[config.mk]
export PLATFORM = sky130hd
export DESIGN_NAME = iap_unit
export DESIGN_NICKNAME = d
export VERILOG_FILES = /design/src/design/iap_pkg.sv /design/src/design/iap_ptr_if.sv /design/src/design/iap_ptr_pair.sv /design/src/design/iap_unit.sv
export VERILOG_INCLUDE_DIRS = /design/src /design/src/design
export SDC_FILE = /design/constraint.sdc
export NUM_CORES = 1
export LEC_CHECK = 0
export ABC_AREA = 1
export BUFFER_PORTS_ARGS = -buffer_cell sky130_fd_sc_hd__clkbuf_2
export CAP_MARGIN = 20
export CORE_MARGIN = 2
export CORE_UTILIZATION = 40
export CTS_BUF_LIST = sky130_fd_sc_hd__clkbuf_8
export DETAILED_ROUTE_END_ITERATION = 10
export GPL_ROUTABILITY_DRIVEN = 0
export MAX_ROUTING_LAYER = met4
export PLACE_DENSITY_LB_ADDON = 0.1
export REMOVE_ABC_BUFFERS = 1
export SLEW_MARGIN = 20
export SYNTH_ARGS = -nofsm -noshare
export SYNTH_HDL_FRONTEND = slang
export SYNTH_SLANG_ARGS = --single-unit
[constraint.sdc]
create_clock -name clk_sys_in -period 3.45 [get_ports clk_sys_in]
set_input_delay 0.69 -clock clk_sys_in [delete_from_list [all_inputs] [get_ports clk_sys_in]]
set_output_delay 0.69 -clock clk_sys_in [all_outputs]
set_load 0.005 [all_outputs]
[src/design/iap_defines.svh]
// Constants for the indirect address pointer unit
`ifndef IAP_DEFINES_SVH
`define IAP_DEFINES_SVH
`define IAP_PTR_RESET 12'h000
`define IAP_PTR_ONE 12'h001
`define IAP_HI_USED_MSB 3
`define IAP_OP_PLAIN 3'h0
`define IAP_OP_DEC_AFTER 3'h1
`define IAP_OP_INC_AFTER 3'h2
`define IAP_OP_INC_BEFORE 3'h3
`define IAP_OP_OFFSET 3'h4
`define IAP_VLOC_BASE 12'hfdb
`define IAP_VLOC_LAST 12'hfef
`endif

[src/design/iap_pkg.sv]
// Types for the indirect address pointer unit
package iap_pkg;
	typedef logic [11:0] iap_addr_t;
	typedef enum logic [2:0] {
		IAP_PLAIN = 3'b000,
		IAP_DEC_AFTER = 3'b001,
		IAP_INC_AFTER = 3'b010,
		IAP_INC_BEFORE = 3'b011,
		IAP_OFFSET = 3'b100
	} iap_mode_e;
	typedef enum logic [1:0] {
		IAP_ST_IDLE = 2'b00,
		IAP_ST_ACCESS = 2'b01
	} iap_state_e;
endpackage : iap_pkg

[src/design/iap_ptr_if.sv]
// Pointer update path between the main unit and one pointer pair
`timescale 1ns/1ps
interface iap_ptr_if;
	logic write_hi;
	logic write_lo;
	logic [7:0] wdata;
	logic step_inc;
	logic step_dec;
	logic [11:0] value;
	modport ctrl (output write_hi, output write_lo, output wdata, output step_inc,
		output step_dec, input value);
	modport pair (input write_hi, input write_lo, input wdata, input step_inc,
		input step_dec, output value);
endinterface : iap_ptr_if

[src/design/iap_ptr_pair.sv]
// One 12-bit pointer pair with byte writes and step by one
`timescale 1ns/1ps
`include "iap_defines.svh"
module iap_ptr_pair (
	// Clock and reset
	input wire logic clk_sys_in,
	input wire logic sys_rst_in,
	// Control
	iap_ptr_if.pair ptr_if
);
	logic [11:0] ptr;
	logic [11:0] next_ptr;

	always_comb
	begin
		next_ptr = ptr;
		if (ptr_if.write_hi)
			next_ptr = {ptr_if.wdata[`IAP_HI_USED_MSB:0], ptr[7:0]};
		else if (ptr_if.write_lo)
			next_ptr = {ptr[11:8], ptr_if.wdata};
		else if (ptr_if.step_inc)
			next_ptr = ptr + `IAP_PTR_ONE;
		else if (ptr_if.step_dec)
			next_ptr = ptr - `IAP_PTR_ONE;
	end

	always_ff @(posedge clk_sys_in)
	begin
		if (sys_rst_in)
			ptr <= `IAP_PTR_RESET;
		else
			ptr <= next_ptr;
	end

	assign ptr_if.value = ptr;

	property p_step_up;
		@(posedge clk_sys_in) disable iff (sys_rst_in)
		(ptr_if.step_inc && !ptr_if.write_hi && !ptr_if.write_lo)
			|=> ptr == $past(ptr) + `IAP_PTR_ONE;
	endproperty
	a_step_up: assert property (p_step_up) else $error("pointer increment wrong");
endmodule : iap_ptr_pair

[src/design/iap_unit.sv]
// Indirect data-memory addressing unit with three pointer pairs
`timescale 1ns/1ps
`include "iap_defines.svh"
module iap_unit (
	// Clock and reset
	input wire logic clk_sys_in,
	input wire logic sys_rst_in,
	// Operand request from the core
	input wire logic op_valid_in,
	input wire logic [1:0] op_set_in,
	input wire logic [2:0] op_mode_in,
	input wire logic op_write_in,
	input wire logic [7:0] op_wdata_in,
	input wire logic [7:0] work_reg_in,
	input wire logic [3:0] bank_select_in,
	input wire logic access_bank_in,
	output logic op_done_out,
	output logic [7:0] op_rdata_out,
	// Direct pointer byte writes and reads
	input wire logic ptr_wr_in,
	input wire logic ptr_wr_high_in,
	input wire logic [1:0] ptr_wr_set_in,
	input wire logic [7:0] ptr_wr_data_in,
	output logic [7:0] pointer_low_byte_out [3],
	output logic [7:0] pointer_high_byte_out [3],
	// Data memory
	output logic mem_en_out,
	output logic mem_we_out,
	output logic [11:0] mem_addr_out,
	output logic [7:0] mem_wdata_out,
	input wire logic [7:0] mem_rdata_in
);
	logic [11:0] ptr_val [3];
	iap_pkg::iap_state_e state;
	iap_pkg::iap_state_e next_state;
	logic [11:0] addr;
	logic [11:0] next_addr;
	logic we;
	logic next_we;
	logic [7:0] wdata;
	logic [7:0] next_wdata;
	logic hit_virtual;
	logic [11:0] target;
	logic [11:0] sel_ptr;
	logic [7:0] rdata;
	logic [7:0] next_rdata;
	logic done;
	logic next_done;
	logic hit_virtual_q;
	logic next_hit_virtual_q;
	logic [1:0] set_eff;

	// ****************************************
	// Pointer pairs
	// ****************************************
	// Set code three falls back to pair zero
	assign set_eff = (op_set_in == 2'h3) ? 2'h0 : op_set_in;
	genvar g;
	generate
		for (g = 0; g < 3; g++)
		begin : g_pair
			iap_ptr_if pif ();
			iap_ptr_pair u_pair (
				.clk_sys_in(clk_sys_in),
				.sys_rst_in(sys_rst_in),
				.ptr_if(pif.pair)
			);
			logic take;
			assign take = op_valid_in && state == iap_pkg::IAP_ST_IDLE
				&& set_eff == 2'(g);
			assign pif.write_hi = ptr_wr_in && ptr_wr_high_in && ptr_wr_set_in == 2'(g);
			assign pif.write_lo = ptr_wr_in && !ptr_wr_high_in && ptr_wr_set_in == 2'(g);
			assign pif.wdata = ptr_wr_data_in;
			assign pif.step_inc = take && (op_mode_in == `IAP_OP_INC_AFTER
				|| op_mode_in == `IAP_OP_INC_BEFORE);
			assign pif.step_dec = take && op_mode_in == `IAP_OP_DEC_AFTER;
			assign ptr_val[g] = pif.value;
			assign pointer_high_byte_out[g] = {4'h0, pif.value[11:8]};
			assign pointer_low_byte_out[g] = pif.value[7:0];
		end
	endgenerate

	// ****************************************
	// Address formation
	// ****************************************
	// bank bits not used
	always_comb
	begin
		sel_ptr = (op_set_in == 2'h1) ? ptr_val[1] :
			(op_set_in == 2'h2) ? ptr_val[2] : ptr_val[0];
		case (op_mode_in)
			`IAP_OP_INC_BEFORE: target = sel_ptr + `IAP_PTR_ONE;
			`IAP_OP_OFFSET: target = sel_ptr + {{4{work_reg_in[7]}}, work_reg_in};
			default: target = sel_ptr;
		endcase
	end

	assign hit_virtual = target >= `IAP_VLOC_BASE && target <= `IAP_VLOC_LAST;

	// ****************************************
	// Access sequencer
	// ****************************************
	always_comb
	begin
		next_state = state;
		next_addr = addr;
		next_we = 1'b0;
		next_wdata = wdata;
		next_rdata = rdata;
		next_done = 1'b0;
		next_hit_virtual_q = hit_virtual_q;
		case (state)
			iap_pkg::IAP_ST_IDLE:
			begin
				next_hit_virtual_q = hit_virtual;
				if (op_valid_in)
				begin
					next_addr = target;
					next_we = op_write_in && !hit_virtual;
					next_wdata = op_wdata_in;
					next_state = iap_pkg::IAP_ST_ACCESS;
				end
			end
			iap_pkg::IAP_ST_ACCESS:
			begin
				next_rdata = hit_virtual_q ? 8'h00 : mem_rdata_in;
				next_done = 1'b1;
				next_state = iap_pkg::IAP_ST_IDLE;
			end
			default: next_state = iap_pkg::IAP_ST_IDLE;
		endcase
	end

	always_ff @(posedge clk_sys_in)
	begin
		if (sys_rst_in)
		begin
			state <= iap_pkg::IAP_ST_IDLE;
			addr <= `IAP_PTR_RESET;
			we <= 1'b0;
			wdata <= 8'h00;
			rdata <= 8'h00;
			done <= 1'b0;
			hit_virtual_q <= 1'b0;
		end
		else
		begin
			state <= next_state;
			addr <= next_addr;
			we <= next_we;
			wdata <= next_wdata;
			rdata <= next_rdata;
			done <= next_done;
			hit_virtual_q <= next_hit_virtual_q;
		end
	end

	assign mem_en_out = state == iap_pkg::IAP_ST_ACCESS && !hit_virtual_q;
	assign mem_we_out = we;
	assign mem_addr_out = addr;
	assign mem_wdata_out = wdata;
	assign op_done_out = done;
	assign op_rdata_out = rdata;

	// ****************************************
	// Checks
	// ****************************************
	property p_done_two;
		@(posedge clk_sys_in) disable iff (sys_rst_in)
		(op_valid_in && state == iap_pkg::IAP_ST_IDLE) |=> ##1 op_done_out;
	endproperty
	a_done_two: assert property (p_done_two) else $error("done not in two cycles");

	property p_plain_keep;
		@(posedge clk_sys_in) disable iff (sys_rst_in)
		(op_valid_in && state == iap_pkg::IAP_ST_IDLE && op_mode_in == `IAP_OP_PLAIN
			&& op_set_in == 2'h0 && !ptr_wr_in) |=> ptr_val[0] == $past(ptr_val[0]);
	endproperty
	a_plain_keep: assert property (p_plain_keep) else $error("plain access moved pointer");

	property p_dec_after;
		@(posedge clk_sys_in) disable iff (sys_rst_in)
		(op_valid_in && state == iap_pkg::IAP_ST_IDLE && op_mode_in == `IAP_OP_DEC_AFTER
			&& op_set_in == 2'h1 && !ptr_wr_in)
			|=> mem_addr_out == $past(ptr_val[1]) && ptr_val[1] == $past(ptr_val[1]) - 12'h001;
	endproperty
	a_dec_after: assert property (p_dec_after) else $error("decrement-after wrong");

	property p_inc_after;
		@(posedge clk_sys_in) disable iff (sys_rst_in)
		(op_valid_in && state == iap_pkg::IAP_ST_IDLE && op_mode_in == `IAP_OP_INC_AFTER
			&& op_set_in == 2'h2 && !ptr_wr_in)
			|=> mem_addr_out == $past(ptr_val[2]) && ptr_val[2] == $past(ptr_val[2]) + 12'h001;
	endproperty
	a_inc_after: assert property (p_inc_after) else $error("increment-after wrong");

	property p_inc_before;
		@(posedge clk_sys_in) disable iff (sys_rst_in)
		(op_valid_in && state == iap_pkg::IAP_ST_IDLE && op_mode_in == `IAP_OP_INC_BEFORE
			&& op_set_in == 2'h0 && !ptr_wr_in) |=> mem_addr_out == ptr_val[0];
	endproperty
	a_inc_before: assert property (p_inc_before) else $error("increment-before wrong");

	property p_offset;
		@(posedge clk_sys_in) disable iff (sys_rst_in)
		(op_valid_in && state == iap_pkg::IAP_ST_IDLE && op_mode_in == `IAP_OP_OFFSET
			&& op_set_in == 2'h0 && !ptr_wr_in)
			|=> mem_addr_out == $past(ptr_val[0]) + {{4{$past(work_reg_in[7])}},
			$past(work_reg_in)} && ptr_val[0] == $past(ptr_val[0]);
	endproperty
	a_offset: assert property (p_offset) else $error("offset access wrong");

	property p_virtual;
		@(posedge clk_sys_in) disable iff (sys_rst_in)
		mem_en_out |-> !(mem_addr_out >= `IAP_VLOC_BASE && mem_addr_out <= `IAP_VLOC_LAST);
	endproperty
	a_virtual: assert property (p_virtual) else $error("virtual location reached");

	property p_high_zero;
		@(posedge clk_sys_in) disable iff (sys_rst_in)
		pointer_high_byte_out[0][7:4] == 4'h0 && pointer_high_byte_out[1][7:4] == 4'h0
			&& pointer_high_byte_out[2][7:4] == 4'h0;
	endproperty
	a_high_zero: assert property (p_high_zero) else $error("upper nibble not zero");

	property p_virtual_quiet;
		@(posedge clk_sys_in) disable iff (sys_rst_in)
		(state == iap_pkg::IAP_ST_ACCESS && hit_virtual_q)
			|-> (!mem_en_out && !mem_we_out) ##1 (op_rdata_out == 8'h00);
	endproperty
	a_virtual_quiet: assert property (p_virtual_quiet) else $error("virtual access not quiet");

	property p_read_data;
		@(posedge clk_sys_in) disable iff (sys_rst_in)
		(state == iap_pkg::IAP_ST_ACCESS && mem_en_out)
			|=> op_done_out && op_rdata_out == $past(mem_rdata_in);
	endproperty
	a_read_data: assert property (p_read_data) else $error("read data not returned");

	property p_done_pulse;
		@(posedge clk_sys_in) disable iff (sys_rst_in)
		op_done_out |=> !op_done_out;
	endproperty
	a_done_pulse: assert property (p_done_pulse) else $error("done longer than one cycle");

	property p_busy_hold;
		@(posedge clk_sys_in) disable iff (sys_rst_in)
		(state == iap_pkg::IAP_ST_ACCESS && !ptr_wr_in) |=> ptr_val[0] == $past(ptr_val[0])
			&& ptr_val[1] == $past(ptr_val[1]) && ptr_val[2] == $past(ptr_val[2]);
	endproperty
	a_busy_hold: assert property (p_busy_hold) else $error("pointer moved while busy");

	property p_carry;
		@(posedge clk_sys_in) disable iff (sys_rst_in)
		(op_valid_in && state == iap_pkg::IAP_ST_IDLE && op_mode_in == `IAP_OP_INC_AFTER
			&& op_set_in == 2'h1 && ptr_val[1][7:0] == 8'hff && !ptr_wr_in)
			|=> ptr_val[1][7:0] == 8'h00 && ptr_val[1][11:8] == $past(ptr_val[1][11:8]) + 4'h1;
	endproperty
	a_carry: assert property (p_carry) else $error("carry into high byte lost");

	property p_write_path;
		@(posedge clk_sys_in) disable iff (sys_rst_in)
		(op_valid_in && state == iap_pkg::IAP_ST_IDLE && op_write_in)
			|=> mem_wdata_out == $past(op_wdata_in) && mem_we_out == mem_en_out;
	endproperty
	a_write_path: assert property (p_write_path) else $error("write strobe or data wrong");

	// ****************************************
	// Scenarios reached
	// ****************************************
	c_inc_after: cover property (@(posedge clk_sys_in) op_valid_in
		&& op_mode_in == `IAP_OP_INC_AFTER);
	c_offset_neg: cover property (@(posedge clk_sys_in) op_valid_in
		&& op_mode_in == `IAP_OP_OFFSET && work_reg_in[7]);
	c_write: cover property (@(posedge clk_sys_in) mem_we_out);
	c_virtual_hit: cover property (@(posedge clk_sys_in)
		state == iap_pkg::IAP_ST_ACCESS && hit_virtual_q);
	c_dec_after: cover property (@(posedge clk_sys_in) op_valid_in
		&& op_mode_in == `IAP_OP_DEC_AFTER);
endmodule : iap_unit

-- Yosys cells after proc, flatten, opt, wreduce, memory -nomap -nowiden
Index checks and enable logic that the tools add are counted.
- eq/ne operators: 14
- $add $sub $neg: 8
- reduce and logical (&&, ||, !) cells: 43
- multiplexer cells: 18
- order comparisons: 2
- bitwise logic cells: 5
- operator list (operator ; count):
    two-way mux 12 bit ; 14
    adder 12 x 1 -> 12 bit (second input constant) ; 4
    subtractor 12 x 1 -> 12 bit (second input constant) ; 3
    one-hot mux 12 bit (2 select lines) ; 1
    logical AND 1 bit ; 21
    nonzero test 3 bit ; 6
    AND reduction 2 bit ; 7
    adder 12 bit ; 1
    >= comparator 12 bit (second input constant) ; 1
    less-or-equal comparator 12 bit (second input constant) ; 1
    equality test 2 bit (second input constant) ; 4
    two-way mux 8 bit ; 1
    equality test 2 x 1 -> 1 bit (second input constant) ; 3
    equality test 3 x 2 -> 1 bit (second input constant) ; 2
    zero test 2 bit ; 3
    inequality test 2 bit (second input constant) ; 3
    inverter 1 bit ; 5
    equality test 3 x 1 -> 1 bit (second input constant) ; 1
    equality test 3 bit (second input constant) ; 1
    zero test 1 bit ; 3
    OR reduction 3 bit ; 1
    two-way mux 2 bit ; 1
    OR reduction 2 bit ; 1
    logical OR 1 bit ; 1
    two-way mux 1 bit ; 1
- output and inout port bits: 79
- input port bits: 50
- word-level logic and storage cells: 103
- flip-flop bits (word level): 68

-- Depth between registers and ports, before layout
Gate-level depths: netlist of the first run.
- depth after elaboration: 9
- gate-level depth with buffers: 23
- mapped depth without buffers: 22

-- Hierarchy
From an unflattened synthesis of the first run, not the netlist that was laid out.
- cell total of the unflattened synthesis: 973
- area total of the unflattened synthesis: 5930.7 sq um
- modules (own cells, without submodules) (module ; times used ; area an instance (sq um) ; cells an instance ; sequential area each (sq um)):
    iap_unit ; 1 ; 2582.5 ; 430 ; 640.6
    iap_ptr_pair (g_pair[1].u_pair ...) ; 2 ; 1121.1 ; 181 ; 240.2
    iap_ptr_pair (g_pair[0].u_pair) ; 1 ; 1106.1 ; 181 ; 240.2

-- Least setup slack after synthesis of the first run
No wires, ideal clock.
- path type: input -> register
- from: input port op_set_in[0]
- to: register we (netlist: mem_we_out)
- cell stages on the path: 21
- required time: 3.339 ns
- slack: 0.500 ns
- data arrival time: 2.839 ns
- buffers on the path: 1
- path through: inv_1 ha_1 buf_2 inv_2 nand2_1 nand3_1 and2_1 ha_1 fa_1 nand3_1 nand3_1 nand2_1 nand2_1 nand2_1 nand3_1 o21ai_0 nand2_1 nor2_2 nand3_2 nand2_1 nor2_1
- cells in the longest elaborated chain, start to end: 9
- RTL lines (item ; line ; RTL):
    start, declared ; iap_unit.sv:10 ; input wire logic [1:0] op_set_in,
    equality test 2 bit ; iap_unit.sv:90 ; (op_set_in == 2'h2) ? ptr_val[2] : ptr_val[0];
    two-way mux 12 bit ; iap_unit.sv:90 ;
    two-way mux 12 bit (*) ; iap_unit.sv:89 ; sel_ptr = (op_set_in == 2'h1) ? ptr_val[1] :
    adder 12 bit or adder 12 x 1 -> 12 bit (tied branches) ; n/a ;
    one-hot mux 12 bit (2 select lines) (*) ; iap_unit.sv:91 ; case (op_mode_in)
    >= comparator 12 bit (no line) or less-or-equal comparator 12 bit (tied branches) ; n/a ;
    logical AND 1 bit (no line) (*) ; n/a ;
    zero test 1 bit (*) ; iap_unit.sv:119 ; next_we = op_write_in && !hit_virtual;
    logical AND 1 bit (*) ; iap_unit.sv:119 ;
    end signal, assigned ; iap_unit.sv:150 ; we <= next_we;
    end, declared ; iap_unit.sv:38 ; logic we;
Every way passes the cells marked *; elsewhere a longest branch is shown, timed or not.
A chain may end at the register's enable or synchronous reset.

-- Final worst setup path of the first run
- from: input port op_set_in[1]
- to: register we (netlist: mem_we_out)
The elaborated chain is that of the path after synthesis.

==> flow_summary.html, run 1 <==
<table>
<tr><th>Metric</th><th>Value</th></tr>
<tr><th colspan="2">Worst setup path</th></tr>
<tr><td>CP peak stage delay</td><td>approximately 0.47 ns</td></tr>
<tr><td>Element type at the critical path end</td><td>register</td></tr>
<tr><td>Worst Path Arrival</td><td>3.34 ns</td></tr>
<tr><td>Number of buffers and inverters on the critical path</td><td>4</td></tr>
<tr><td>Endpoint required time on the critical path</td><td>3.70 ns</td></tr>
<tr><td>Slack of the worst reg-to-reg path</td><td>just under 0.6 ns</td></tr>
<tr><td>Capturing element of the worst setup path</td><td>mem_we_out$_SDFF_PP0_</td></tr>
<tr><td>Worst Path Class, Setup</td><td>in -&gt; reg</td></tr>
<tr><td>Startpoint kind of the worst setup timing path</td><td>input pin</td></tr>
<tr><td>Crit Path Max Fanout</td><td>13</td></tr>
<tr><td>Cell family with the largest share of critical-path delay</td><td>compound AO/OA/AOI/OAI gates</td></tr>
<tr><td>Worst path cell trace</td><td>clkbuf_2 -&gt; inv_1 -&gt; ha_1 -&gt; inv_2 -&gt; o21ai_0 -&gt; inv_1 -&gt; ha_1 -&gt; a21oi_1 -&gt; nand2_1 -&gt; nand2_1 -&gt; nand4_1 -&gt; nand3_1 -&gt; nand2_1 -&gt; a21oi_1 -&gt; nand3_2 -&gt; nand2_1 -&gt; nor2_1</td></tr>
<tr><td>Startpoint of the worst-slack reg-to-reg timing path</td><td>state[0]$_SDFFE_PP0P_</td></tr>
<tr><td>Cell with the biggest individual delay on the critical path</td><td>o21ai_0</td></tr>
<tr><td>CP Depth</td><td>17</td></tr>
<tr><td>Start point of the critical path</td><td>op_set_in[1]</td></tr>
<tr><td>Most repeated library cell on the critical path</td><td>nand2_1</td></tr>
<tr><td>Reg-to-Reg End</td><td>g_pair[2].u_pair.ptr_if.value[9]$_SDFFE_PP0P_</td></tr>
<tr><td>Cell depth of the worst flop-to-flop path</td><td>16</td></tr>
<tr><th colspan="2">Clock network</th></tr>
<tr><td>Worst-path clk slew</td><td>0.07 ns</td></tr>
<tr><td>Latest clock arrival within the worst-skew pair</td><td>0.34 ns</td></tr>
<tr><td>CTS sink cnt</td><td>68</td></tr>
<tr><td>Number of buffers inserted by post-CTS setup repair</td><td>0</td></tr>
<tr><td>Clock buffers created by TritonCTS</td><td>9</td></tr>
<tr><td>Gates resized, CTS repair</td><td>0</td></tr>
<tr><td>CTS H-tree lvls</td><td>3</td></tr>
<tr><td>Master cell of the clock root buffer</td><td>clkbuf_8</td></tr>
<tr><td>Clock tree from TritonCTS</td><td>yes</td></tr>
<tr><td>Clock Path Buffers</td><td>2</td></tr>
<tr><td>Hold Buf Count CTS</td><td>0</td></tr>
<tr><th colspan="2">STA</th></tr>
<tr><td>RSZ-0062 raised after global routing</td><td>no</td></tr>
<tr><td>Pins Over Slew Limit</td><td>0</td></tr>
<tr><td>Final clock period utilization by the worst path</td><td>89.6%</td></tr>
<tr><td>Highest Clock Rate</td><td>323 MHz</td></tr>
<tr><td>Total negative slack for setup checks</td><td>0 ns</td></tr>
<tr><td>Transition time of the tightest slew-check pin</td><td>about 0.66 ns</td></tr>
<tr><td>Final critical path time including I/O delays and setup</td><td>3.09 ns</td></tr>
<tr><td>Final hold violations</td><td>0</td></tr>
<tr><td>Final setup vio count</td><td>0</td></tr>
<tr><td>Setup skew after layout</td><td>0.0105 ns</td></tr>
<tr><td>Slew Limit Headroom</td><td>55.9%</td></tr>
<tr><th colspan="2">Finish</th></tr>
<tr><td>Number of filler cells placed in the layout</td><td>1,459</td></tr>
<tr><td>Area Overhead vs Synth</td><td>17.0%</td></tr>
<tr><td>ANT cells</td><td>0</td></tr>
<tr><td>Sequential cell area</td><td>1360 um^2</td></tr>
<tr><td>Net count of the finished layout</td><td>between 1,000 and 1,500</td></tr>
<tr><td>Most common cell after layout, fill and taps aside</td><td>nand2_1</td></tr>
<tr><td>Layout cells sized above 1</td><td>17.5%</td></tr>
<tr><td>Footprint of the multi-input gates</td><td>3560 um^2</td></tr>
<tr><td>Commonest cells after routing, fill and taps aside</td><td>nand2_1, clkbuf_2, inv_1</td></tr>
<tr><th colspan="2">Placement</th></tr>
<tr><td>Quantity of I/O buffers inserted on ports</td><td>111</td></tr>
<tr><td>HPWL after DPL</td><td>13,200 um</td></tr>
<tr><th colspan="2">Detailed routing</th></tr>
<tr><td>ANT nets after route</td><td>0</td></tr>
<tr><td>Detailed-route vias per instance</td><td>4.97</td></tr>
<tr><td>Routed wire per std cell</td><td>14.1 um</td></tr>
<tr><td>Length of the first detailed-routing pass in iterations</td><td>5</td></tr>
<tr><td>Total vias in the final route</td><td>5,747</td></tr>
<tr><td>Total wirelength of the detailed-routed design</td><td>about 16,000 um</td></tr>
<tr><td>DRC errors left</td><td>0</td></tr>
<tr><td>Number of DRC markers after the initial detailed-route iteration</td><td>391</td></tr>
<tr><th colspan="2">Hold path</th></tr>
<tr><td>Min-Delay Path Class</td><td>reg -&gt; reg</td></tr>
<tr><td>Hold path startpoint</td><td>op_rdata_out[6]$_SDFFE_PP0P_</td></tr>
<tr><th colspan="2">Floorplan</th></tr>
<tr><td>Std cell rows</td><td>42</td></tr>
<tr><td>Initial Util</td><td>41.2%</td></tr>
<tr><td>Overall die width</td><td>121 um</td></tr>
<tr><td>Core ar.</td><td>between 10,000 and 15,000 um^2</td></tr>
<tr><td>Number of top-level pins</td><td>129</td></tr>
<tr><td>Overall die height</td><td>approximately 120 um</td></tr>
<tr><td>Floorplan die area</td><td>around 15,000 um^2</td></tr>
<tr><th colspan="2">Synthesis</th></tr>
<tr><td>Post-synthesis instance area</td><td>5480 um^2</td></tr>
<tr><td>Number of flip-flops and latches in the synthesized netlist</td><td>68</td></tr>
<tr><td>Number of cells produced by synthesis</td><td>between 800 and 900</td></tr>
<tr><td>Syn_area_per_cell</td><td>6.39 um^2</td></tr>
<tr><td>Sequential-to-total area share from yosys stat</td><td>24.8%</td></tr>
<tr><td>Total of warnings raised by yosys</td><td>0</td></tr>
<tr><td>Count of different cell masters after synthesis</td><td>38</td></tr>
<tr><th colspan="2">Global route</th></tr>
<tr><td>Global-route usage over all layers</td><td>a little under a quarter</td></tr>
<tr><td>Maximum number of pins on one net before global-route repair</td><td>34</td></tr>
<tr><td>Initial antenna violation count</td><td>0</td></tr>
<tr><td>Wire length of the first global-routing pass</td><td>26,300 um</td></tr>
<tr><td>Remaining global-route overflow</td><td>0</td></tr>
<tr><td>Number of global-route vias before repair</td><td>5,271</td></tr>
<tr><th colspan="2">Status</th></tr>
<tr><td>Run status</td><td>finished clean</td></tr>
<tr><th colspan="2">Power</th></tr>
<tr><td>Worst ir drop on vdd</td><td>0.000166 V</td></tr>
<tr><td>Cell area power density</td><td>367 nW/um^2</td></tr>
<tr><td>Leakage power summed over all cells</td><td>3.52 nW</td></tr>
<tr><td>Post-layout power</td><td>0.00235 W</td></tr>
<tr><th colspan="2">Run</th></tr>
<tr><td># Max-Cap Violations</td><td>0</td></tr>
</table>
-- stage by stage --
stage,hold slack [ns],worst slack (ns),area [um^2],utilization [%],std cells
floorplan,0.455,0.446,5340,-,839
detailed placement,0.455,0.0526,6240,47.0,1142
global route,0.480,0.117,6410,48.2,1157
CTS,0.466,0.412,6410,48.2,1157
finish,0.465,0.357,6410,48.2,1157
global placement,0.454,0.0846,6240,47.0,1142
-- worst register-to-register path, delay by kind of cell (launching register included) --
family                   cells  cell delay (ns)
adder cells (fa/ha/maj)      1             0.43
buffers and inverters        3             0.53
AO/OA/AOI/OAI                3             0.51
XOR/XNOR                     1             0.14
AND/OR/NAND/NOR              8             0.88
flip-flops                   1             0.31
-- Yosys cell counts --
library cell	n	area share, %
a21o_1	4	0.55
buf_2	4	0.37
nand4_1	4	0.46
a31oi_1	10	1.1
o21ai_4	1	0.30
a21oi_2	1	0.16
nand3_2	3	0.55
nor2_4	1	0.21
nor2_1	65	4.5
clkbuf_1	9	0.62
o21bai_1	5	0.69
dfxtp_1	68	25
a221oi_1	1	0.16
conb_1	1	0.068
o21ai_1	25	2.3
nor3_1	4	0.37
buf_4	12	1.6
nand2_4	1	0.21
buf_1	2	0.14
inv_1	99	6.8
nor2_2	5	0.57
nand3_1	73	6.7
nand2_2	3	0.34
xor2_1	13	2.1
a211oi_1	5	0.69
and2_1	3	0.34
buf_6	3	0.62
nand3b_1	4	0.55
nand2_1	211	14
o21ai_0	56	5.1
xnor2_1	4	0.64
ha_1	45	10
inv_2	11	0.75
o211ai_1	8	1.1
a21oi_1	84	7.7
o31ai_1	1	0.14
fa_1	4	1.5
or2_2	5	0.57
-- registers in the layout, summed over array words and instances (netlist names) --
| name | count |
|---|---|
| g_pair.u_pair.ptr_if.value | 36 |
| hit_virtual_q | 1 |
| mem_addr_out | 12 |
| mem_wdata_out | 8 |
| mem_we_out | 1 |
| op_done_out | 1 |
| op_rdata_out | 8 |
| state | 1 |
-- routing by layer --
layer | part of all wire (%) | vias to the layer above | GRT usage, %
li1 | - | 3050 | -
met1 | 48 | 2564 | 30.8
met2 | 47 | 122 | 38.3
met3 | 4.0 | 11 | 3.29
met4 | 0.89 | 0 | 4.51
met5 | 0 | - | -
-- power by group --
part | internal [W] | switching (W)
registers | 0.000844 | 0.0000637
clock network | 0.000273 | 0.000309
logic | 0.000340 | 0.000524
total | 0.00146 | 0.000896
-- layout make-up --
class                           instances  area share [%]
Timing Repair Buffer                  127            10.7
Clock buffer                           10            2.15
Sequential cell                        68            21.2
Tap cell                              176            3.43
Clock inverter                          5           0.468
Inverter                              110            6.44
Multi-Input combinational cell        661            55.5
-- how the worst min path moves through the flow --
stage / endpoint / slack (ns) / cells after the start
5_1_grt: op_rdata_out[6]$_SDFFE_PP0P_ / 0.48 / 2
3_5_place_dp: op_rdata_out[6]$_SDFFE_PP0P_ / 0.45 / 2
6_report: op_rdata_out[6]$_SDFFE_PP0P_ / 0.47 / 2
2_1_floorplan: op_rdata_out[0]$_SDFFE_PP0P_ / 0.46 / 2
4_1_cts: op_rdata_out[6]$_SDFFE_PP0P_ / 0.47 / 2
3_3_place_gp: op_rdata_out[1]$_SDFFE_PP0P_ / 0.45 / 2
-- cells by family after synthesis --
logic type      after synthesis  share of synthesized area, %
fa+ha+maj                    49                          11.7
flops                        68                          24.8
other cells                   1                        0.0684
buf+inv                     140                          10.9
xor+xnor                     17                          2.72
compound gates              201                          20.0
simple gates                382                          29.7
Power figures use the tool's default switching activity.
==> run 2: changes to the inputs <==
--- a/config.mk
+++ b/config.mk
@@ -6,9 +6,9 @@
 export SDC_FILE = /design/constraint.sdc
 export NUM_CORES = 1
 export LEC_CHECK = 0
-export ABC_AREA = 1
 export BUFFER_PORTS_ARGS = -buffer_cell sky130_fd_sc_hd__clkbuf_2
 export CAP_MARGIN = 20
+export CORE_ASPECT_RATIO = 1.1
 export CORE_MARGIN = 2
 export CORE_UTILIZATION = 40
 export CTS_BUF_LIST = sky130_fd_sc_hd__clkbuf_8
@@ -16,6 +16,7 @@
 export GPL_ROUTABILITY_DRIVEN = 0
 export MAX_ROUTING_LAYER = met4
 export PLACE_DENSITY_LB_ADDON = 0.1
+export RECOVER_POWER = 25
 export REMOVE_ABC_BUFFERS = 1
 export SLEW_MARGIN = 20
 export SYNTH_ARGS = -nofsm -noshare
==> flow_summary.html, run 2 <==
<table>
<tr><th>Metric</th><th>Value</th></tr>
<tr><th colspan="2">Synthesis</th></tr>
<tr><td>Most common flop cell mapped by yosys</td><td>dfxtp_1 (unchanged)</td></tr>
<tr><td>Leading cell type by number of instances after synthesis</td><td>nor2_1 (was nand2_1)</td></tr>
<tr><td>Sequential-to-total area share from yosys stat</td><td>26.1% (was 24.8%)</td></tr>
<tr><td>Number of cells produced by synthesis</td><td>683 (was 858)</td></tr>
<tr><td>Total of warnings raised by yosys</td><td>0 (unchanged)</td></tr>
<tr><td>Number of synthesized flops with an enable pin</td><td>0 (unchanged)</td></tr>
<tr><td>Cell type with the highest aggregate area in the netlist</td><td>dfxtp_1 (unchanged)</td></tr>
<tr><td>Share of Yosys cell area claimed by the top area cell type</td><td>26.1% (was 24.8%)</td></tr>
<tr><td>Post-synthesis instance area</td><td>5220 um^2 (was 5480 um^2)</td></tr>
<tr><td>Number of flip-flops and latches in the synthesized netlist</td><td>68 (unchanged)</td></tr>
<tr><td>Count of different cell masters after synthesis</td><td>59 (was 38)</td></tr>
<tr><td>Top cells by area in the synthesized netlist</td><td>dfxtp_1, ha_1, nor2_1 (was dfxtp_1, nand2_1, ha_1)</td></tr>
<tr><td>Async S/R FF share, synth</td><td>0% (unchanged)</td></tr>
<tr><td>Syn_area_per_cell</td><td>7.64 um^2 (was 6.39 um^2)</td></tr>
<tr><td>Most frequent cells after synthesis</td><td>nor2_1, nand2_1, dfxtp_1 (was nand2_1, inv_1, a21oi_1)</td></tr>
<tr><th colspan="2">Status</th></tr>
<tr><td>Run status</td><td>stopped before the end (was finished clean)</td></tr>
<tr><td>Tool Error</td><td>[ERROR DRT-0255] Maze Route cannot find path of net clk_sys_in in worker of routeBox ( 96600 0 ) ( 112870 48300 ).</td></tr>
<tr><td>Terminating stage of the flow</td><td>5_2_route</td></tr>
<tr><th colspan="2">Floorplan</th></tr>
<tr><td>Number of top-level pins</td><td>129 (unchanged)</td></tr>
<tr><td>Overall die width</td><td>113 um (was 121 um)</td></tr>
<tr><td>Initial Util</td><td>41.1% (was 41.2%)</td></tr>
<tr><td>Overall die height</td><td>124 um (was 121 um)</td></tr>
<tr><td>Std cell rows</td><td>43 (was 42)</td></tr>
<tr><th colspan="2">Clock network</th></tr>
<tr><td>Clock Path Buffers</td><td>2 (unchanged)</td></tr>
<tr><td>Hold Buf Count CTS</td><td>0 (unchanged)</td></tr>
<tr><td>CTS H-tree lvls</td><td>3 (unchanged)</td></tr>
<tr><td>Master cell of the clock root buffer</td><td>clkbuf_8 (unchanged)</td></tr>
<tr><td>Clock buffers created by TritonCTS</td><td>9 (unchanged)</td></tr>
<tr><td>CTS sink cnt</td><td>68 (unchanged)</td></tr>
<tr><th colspan="2">Global route</th></tr>
<tr><td>Global-route usage over all layers</td><td>22.7% (was 23.3%)</td></tr>
<tr><td>Wire length of the first global-routing pass</td><td>24,600 um (was 26,300 um)</td></tr>
<tr><td>Remaining global-route overflow</td><td>0 (unchanged)</td></tr>
<tr><td>Number of global-route vias before repair</td><td>5,062 (was 5,271)</td></tr>
<tr><td>Maximum number of pins on one net before global-route repair</td><td>42 (was 34)</td></tr>
<tr><td>Initial antenna violation count</td><td>0 (unchanged)</td></tr>
<tr><th colspan="2">Placement</th></tr>
<tr><td>Post-placement cell area</td><td>6350 um^2 (was 6240 um^2)</td></tr>
<tr><td>Placement-stage worst setup slack</td><td>-0.548 ns (was 0.0526 ns)</td></tr>
<tr><td>HPWL after DPL</td><td>12,400 um (was 13,200 um)</td></tr>
<tr><td>Quantity of I/O buffers inserted on ports</td><td>111 (unchanged)</td></tr>
<tr><th colspan="2">STA</th></tr>
<tr><td>Last worst endpoint in the global-route repair_timing</td><td>hit_virtual_q$_SDFFE_PP0N_/D</td></tr>
<tr><td>Pin category terminating the worst setup path after the last repair</td><td>register input</td></tr>
</table>
run 2: changes by cell type after synthesis, sizes merged, moves of 19 or more:
cell,before,now
a21oi,85,43
o21ai,82,39
inv,110,18
nor2,71,92
mux2i,0,19
nand2,215,89
xnor2,4,27
nand3,76,15
run 2: metal layers:
| metal | global-route usage, % |
|---|---|
| met5 | - |
| met4 | 8.46 |
| met3 | 3.84 |
| met2 | 39.8 |
| met1 | 26.4 |
run 2: repair_timing:
item | in CTS | in global routing
endpoints found under the setup margin | 2 | 10
cloned | 0 | 0
gates resized for setup | 4 | 16
pin swaps | 2 | 6
setup buffers | 0 | 2
run 2: cells by family after synthesis:
| kind of cell | Yosys count | share of synthesized area, % |
|---|---|---|
| flip-flops | 68 | 26.1 |
| buffers and inverters | 59 | 5.40 |
| AND/OR/NAND/NOR | 273 | 24.0 |
| AO/OA/AOI/OAI | 176 | 22.1 |
| adder cells (fa/ha/maj) | 49 | 12.3 |
| XOR/XNOR | 38 | 6.38 |
| multiplexers | 19 | 3.65 |
| other | 1 | 0.0719 |
run 2: per-stage QoR:
step	cells	util, %	TNS [ns]	hold WS (ns)
floorplan	653	-	-0.711	0.447
global placement	993	50.0	-2.13	0.441
detailed placement	993	50.0	-3.00	0.447
CTS	1009	52.2	0	0.457
global route	1011	52.7	-0.271	0.480
==> run 3: changes to the inputs <==
--- a/config.mk
+++ b/config.mk
@@ -8,14 +8,11 @@
 export LEC_CHECK = 0
 export BUFFER_PORTS_ARGS = -buffer_cell sky130_fd_sc_hd__clkbuf_2
 export CAP_MARGIN = 20
-export CORE_ASPECT_RATIO = 1.1
 export CORE_MARGIN = 2
-export CORE_UTILIZATION = 40
-export CTS_BUF_LIST = sky130_fd_sc_hd__clkbuf_8
+export CORE_UTILIZATION = 25
 export DETAILED_ROUTE_END_ITERATION = 10
 export GPL_ROUTABILITY_DRIVEN = 0
-export MAX_ROUTING_LAYER = met4
-export PLACE_DENSITY_LB_ADDON = 0.1
+export PLACE_DENSITY_LB_ADDON = 0.15
 export RECOVER_POWER = 25
 export REMOVE_ABC_BUFFERS = 1
 export SLEW_MARGIN = 20
==> flow_summary.html, run 3 <==
<table>
<tr><th>Metric</th><th>Value</th></tr>
<tr><th colspan="2">Status</th></tr>
<tr><td>Run status</td><td>finished clean (was stopped before the end)</td></tr>
<tr><th colspan="2">Worst setup path</th></tr>
<tr><td>Startpoint kind of the worst setup timing path</td><td>input pin</td></tr>
<tr><td>Crit Path Max Fanout</td><td>3</td></tr>
<tr><td>Endpoint required time on the critical path</td><td>3.69 ns</td></tr>
<tr><td>Worst Path Class, Setup</td><td>in -&gt; reg</td></tr>
<tr><td>Slack of the worst reg-to-reg path</td><td>0.36 ns</td></tr>
<tr><td>Element type at the critical path end</td><td>register</td></tr>
<tr><td>Worst Path Arrival</td><td>3.53 ns</td></tr>
<tr><th colspan="2">Floorplan</th></tr>
<tr><td>Overall die width</td><td>148 um (was 113 um)</td></tr>
<tr><td>Core ar.</td><td>20,400 um^2</td></tr>
<tr><td>Initial Util</td><td>25.6% (was 41.1%)</td></tr>
<tr><td>Number of top-level pins</td><td>129 (unchanged)</td></tr>
<tr><td>Std cell rows</td><td>52 (was 43)</td></tr>
<tr><td>Overall die height</td><td>148 um (was 124 um)</td></tr>
<tr><td>Floorplan die area</td><td>22,000 um^2</td></tr>
<tr><th colspan="2">Detailed routing</th></tr>
<tr><td>Total wirelength of the detailed-routed design</td><td>17,000 um</td></tr>
<tr><td>Met3 routed wirelength</td><td>between 900 and 1000 um</td></tr>
<tr><td>Routed wire per std cell</td><td>14.7 um</td></tr>
<tr><td>Met2 Routed Length</td><td>about 8000 um</td></tr>
<tr><td>Detailed-route wire length on metal 1</td><td>8060 um</td></tr>
<tr><td>Total vias in the final route</td><td>5,361</td></tr>
<tr><td>Length of the first detailed-routing pass in iterations</td><td>4</td></tr>
<tr><td>Detailed-route vias per instance</td><td>between 4 and 5</td></tr>
<tr><td>ANT nets after route</td><td>0</td></tr>
<tr><td>Uppermost layer routed</td><td>met4</td></tr>
<tr><td>Number of DRC markers after the initial detailed-route iteration</td><td>244</td></tr>
<tr><td>DRC errors left</td><td>0</td></tr>
<tr><th colspan="2">Power</th></tr>
<tr><td>Cell area power density</td><td>373 nW/um^2</td></tr>
<tr><td>Leakage power summed over all cells</td><td>3.29 nW</td></tr>
<tr><td>Worst ir drop on vdd</td><td>around 0.00019 V</td></tr>
<tr><th colspan="2">Synthesis</th></tr>
<tr><td>Top cells by area in the synthesized netlist</td><td>dfxtp_1, ha_1, nor2_1 (unchanged)</td></tr>
<tr><td>Post-synthesis instance area</td><td>5220 um^2 (unchanged)</td></tr>
<tr><td>Leading cell type by number of instances after synthesis</td><td>nor2_1 (unchanged)</td></tr>
<tr><td>Count of different cell masters after synthesis</td><td>59 (unchanged)</td></tr>
<tr><td>Syn_area_per_cell</td><td>7.64 um^2 (unchanged)</td></tr>
<tr><td>Most common flop cell mapped by yosys</td><td>dfxtp_1 (unchanged)</td></tr>
<tr><td>Sequential-to-total area share from yosys stat</td><td>26.1% (unchanged)</td></tr>
<tr><td>Async S/R FF share, synth</td><td>0% (unchanged)</td></tr>
<tr><td>Most frequent cells after synthesis</td><td>nor2_1, nand2_1, dfxtp_1 (unchanged)</td></tr>
<tr><td>Number of synthesized flops with an enable pin</td><td>0 (unchanged)</td></tr>
<tr><td>Number of flip-flops and latches in the synthesized netlist</td><td>68 (unchanged)</td></tr>
<tr><td>Total of warnings raised by yosys</td><td>0 (unchanged)</td></tr>
<tr><td>Cell type with the highest aggregate area in the netlist</td><td>dfxtp_1 (unchanged)</td></tr>
<tr><td>Number of cells produced by synthesis</td><td>683 (unchanged)</td></tr>
<tr><td>Share of Yosys cell area claimed by the top area cell type</td><td>26.1% (unchanged)</td></tr>
<tr><th colspan="2">Global route</th></tr>
<tr><td>Global-route usage over all layers</td><td>15.6% (was 22.7%)</td></tr>
<tr><td>Wire length of the first global-routing pass</td><td>27,200 um (was 24,600 um)</td></tr>
<tr><td>Initial antenna violation count</td><td>1 (was 0)</td></tr>
<tr><td>Maximum number of pins on one net before global-route repair</td><td>38 (was 42)</td></tr>
<tr><td>Remaining global-route overflow</td><td>0 (unchanged)</td></tr>
<tr><td>Number of global-route vias before repair</td><td>5,263 (was 5,062)</td></tr>
<tr><th colspan="2">STA</th></tr>
<tr><td>Final hold violations</td><td>0</td></tr>
<tr><td>Highest Clock Rate</td><td>304 MHz</td></tr>
<tr><td>Total negative slack for setup checks</td><td>0 ns</td></tr>
<tr><td>RSZ-0062 raised after global routing</td><td>yes</td></tr>
<tr><td>Final clock period utilization by the worst path</td><td>95.4%</td></tr>
<tr><td>Setup skew after layout</td><td>0.00919 ns</td></tr>
<tr><td>Pins Over Slew Limit</td><td>0</td></tr>
<tr><td>Transition time of the tightest slew-check pin</td><td>0.879 ns</td></tr>
<tr><td>Final worst slack</td><td>0.159 ns</td></tr>
<tr><td>Final setup vio count</td><td>0</td></tr>
<tr><td>Slew Limit Headroom</td><td>41.4%</td></tr>
<tr><td>Final critical path time including I/O delays and setup</td><td>3.29 ns</td></tr>
<tr><th colspan="2">Finish</th></tr>
<tr><td>Commonest cells after routing, fill and taps aside</td><td>buf_4, clkbuf_2, nor2_1</td></tr>
<tr><td>Layout cells sized above 1</td><td>28.6%</td></tr>
<tr><td>Most common cell after layout, fill and taps aside</td><td>buf_4</td></tr>
<tr><td>Cell area after layout</td><td>7190 um^2</td></tr>
<tr><td>Area Overhead vs Synth</td><td>37.9%</td></tr>
<tr><td>Number of flip-flops under the largest register name</td><td>36</td></tr>
<tr><td>Net count of the finished layout</td><td>just under 1,000</td></tr>
<tr><td>Number of filler cells placed in the layout</td><td>2,188</td></tr>
<tr><td>ANT cells</td><td>0</td></tr>
<tr><th colspan="2">Clock network</th></tr>
<tr><td>Clock buffers created by TritonCTS</td><td>9 (unchanged)</td></tr>
<tr><td>Master cell of the clock root buffer</td><td>clkbuf_16 (was clkbuf_8)</td></tr>
<tr><td>CTS H-tree lvls</td><td>3 (unchanged)</td></tr>
<tr><td>Hold Buf Count CTS</td><td>0 (unchanged)</td></tr>
<tr><td>Latest clock arrival within the worst-skew pair</td><td>0.35 ns</td></tr>
<tr><td>Clock tree from TritonCTS</td><td>yes</td></tr>
<tr><td>Worst-path clk slew</td><td>0.06 ns</td></tr>
<tr><td>Clock Path Buffers</td><td>2 (unchanged)</td></tr>
<tr><td>CTS sink cnt</td><td>68 (unchanged)</td></tr>
<tr><th colspan="2">Placement</th></tr>
<tr><td>Quantity of I/O buffers inserted on ports</td><td>111 (unchanged)</td></tr>
<tr><td>HPWL after DPL</td><td>13,500 um (was 12,400 um)</td></tr>
<tr><td>Post-placement cell area</td><td>6720 um^2 (was 6350 um^2)</td></tr>
<tr><td>Placement-stage worst setup slack</td><td>-0.577 ns (was -0.548 ns)</td></tr>
<tr><th colspan="2">Run</th></tr>
<tr><td># Max-Cap Violations</td><td>0</td></tr>
<tr><th colspan="2">Hold path</th></tr>
<tr><td>Min-Delay Path Class</td><td>reg -&gt; reg</td></tr>
</table>
## run 3: cell counts after synthesis
Identical to the previous run, type by type.
## run 3: worst paths after layout
path / startpoint / end / depth (start not counted)
worst min-delay path: mem_wdata_out[7]$_SDFFE_PP0P_ / mem_wdata_out[7]$_SDFFE_PP0P_ / 2
worst min register to register: mem_wdata_out[7]$_SDFFE_PP0P_ / mem_wdata_out[7]$_SDFFE_PP0P_ / 2
worst max register to register: state[0]$_SDFFE_PP0P_ / g_pair[2].u_pair.ptr_if.value[11]$_SDFFE_PP0P_ / 13
worst max-delay path: op_set_in[0] / hit_virtual_q$_SDFFE_PP0N_ / 18
## run 3: repair_timing
item	CTS	global route
resized for setup	6	33
endpoints found under the hold margin	0	0
setup endpoints to repair	5	12
pin swaps	2	18
buffers inserted	0	5
## run 3: power by group
part	leakage [nW]	switching, W	internal (W)
combinational	2.58	0.000418	0.000422
clock	0.149	0.000360	0.000597
sequential	0.556	0.0000500	0.000835
## run 3: worst max-delay path, stage by stage
cell      delay (ns)
clkbuf_2        0.10
inv_2           0.08
ha_4            0.13
mux2i_1         0.21
nor2_1          0.09
a21oi_2         0.17
inv_2           0.07
ha_4            0.17
fa_2            0.42
a211oi_4        0.31
o21ai_2         0.10
buf_4           0.15
a31oi_4         0.13
xnor2_1         0.09
mux2i_1         0.18
a21oi_1         0.06
and4_1          0.22
a31o_1          0.17
## run 3: stage by stage
step	cells	util [%]	power [W]	hold WS [ns]
finish	1157	35.3	0.00268	0.452
global route	1157	35.3	0.00285	0.478
CTS	1152	34.6	0.00269	0.456
detailed placement	1136	33.0	0.00172	0.448
global placement	1136	33.0	0.00172	0.443
floorplan	653	-	0.00136	0.447
## run 3: cell families (layout without fill, tap and decap cells)
logic type               Yosys count  after routing  synth area share (%)
buffers and inverters             59            252                  5.40
multiplexers                      19             19                  3.65
flip-flops                        68             68                  26.1
AND/OR/NAND/NOR                  273            273                  24.0
adder cells (fa/ha/maj)           49             49                  12.3
AO/OA/AOI/OAI                    176            176                  22.1
other                              1             12                0.0719
XOR/XNOR                          38             38                  6.38
## run 3: per-layer routing
layer	track usage [%]	vias to the layer above
met5	0	-
met4	4.14	0
met3	3.87	16
met2	25.5	119
met1	20.6	2416
li1	-	2810
## run 3: layout make-up
cell class | instances | area [um^2] | share of cell area [%]
clock buffer | 12 | 256 | 3.57
multi-input combinational | 567 | 3760 | 52.3
timing repair buffer | 218 | 1360 | 18.9
clock inverter | 4 | 47.5 | 0.661
inverter | 18 | 67.6 | 0.939
sequential | 68 | 1360 | 18.9
tap | 270 | 338 | 4.70
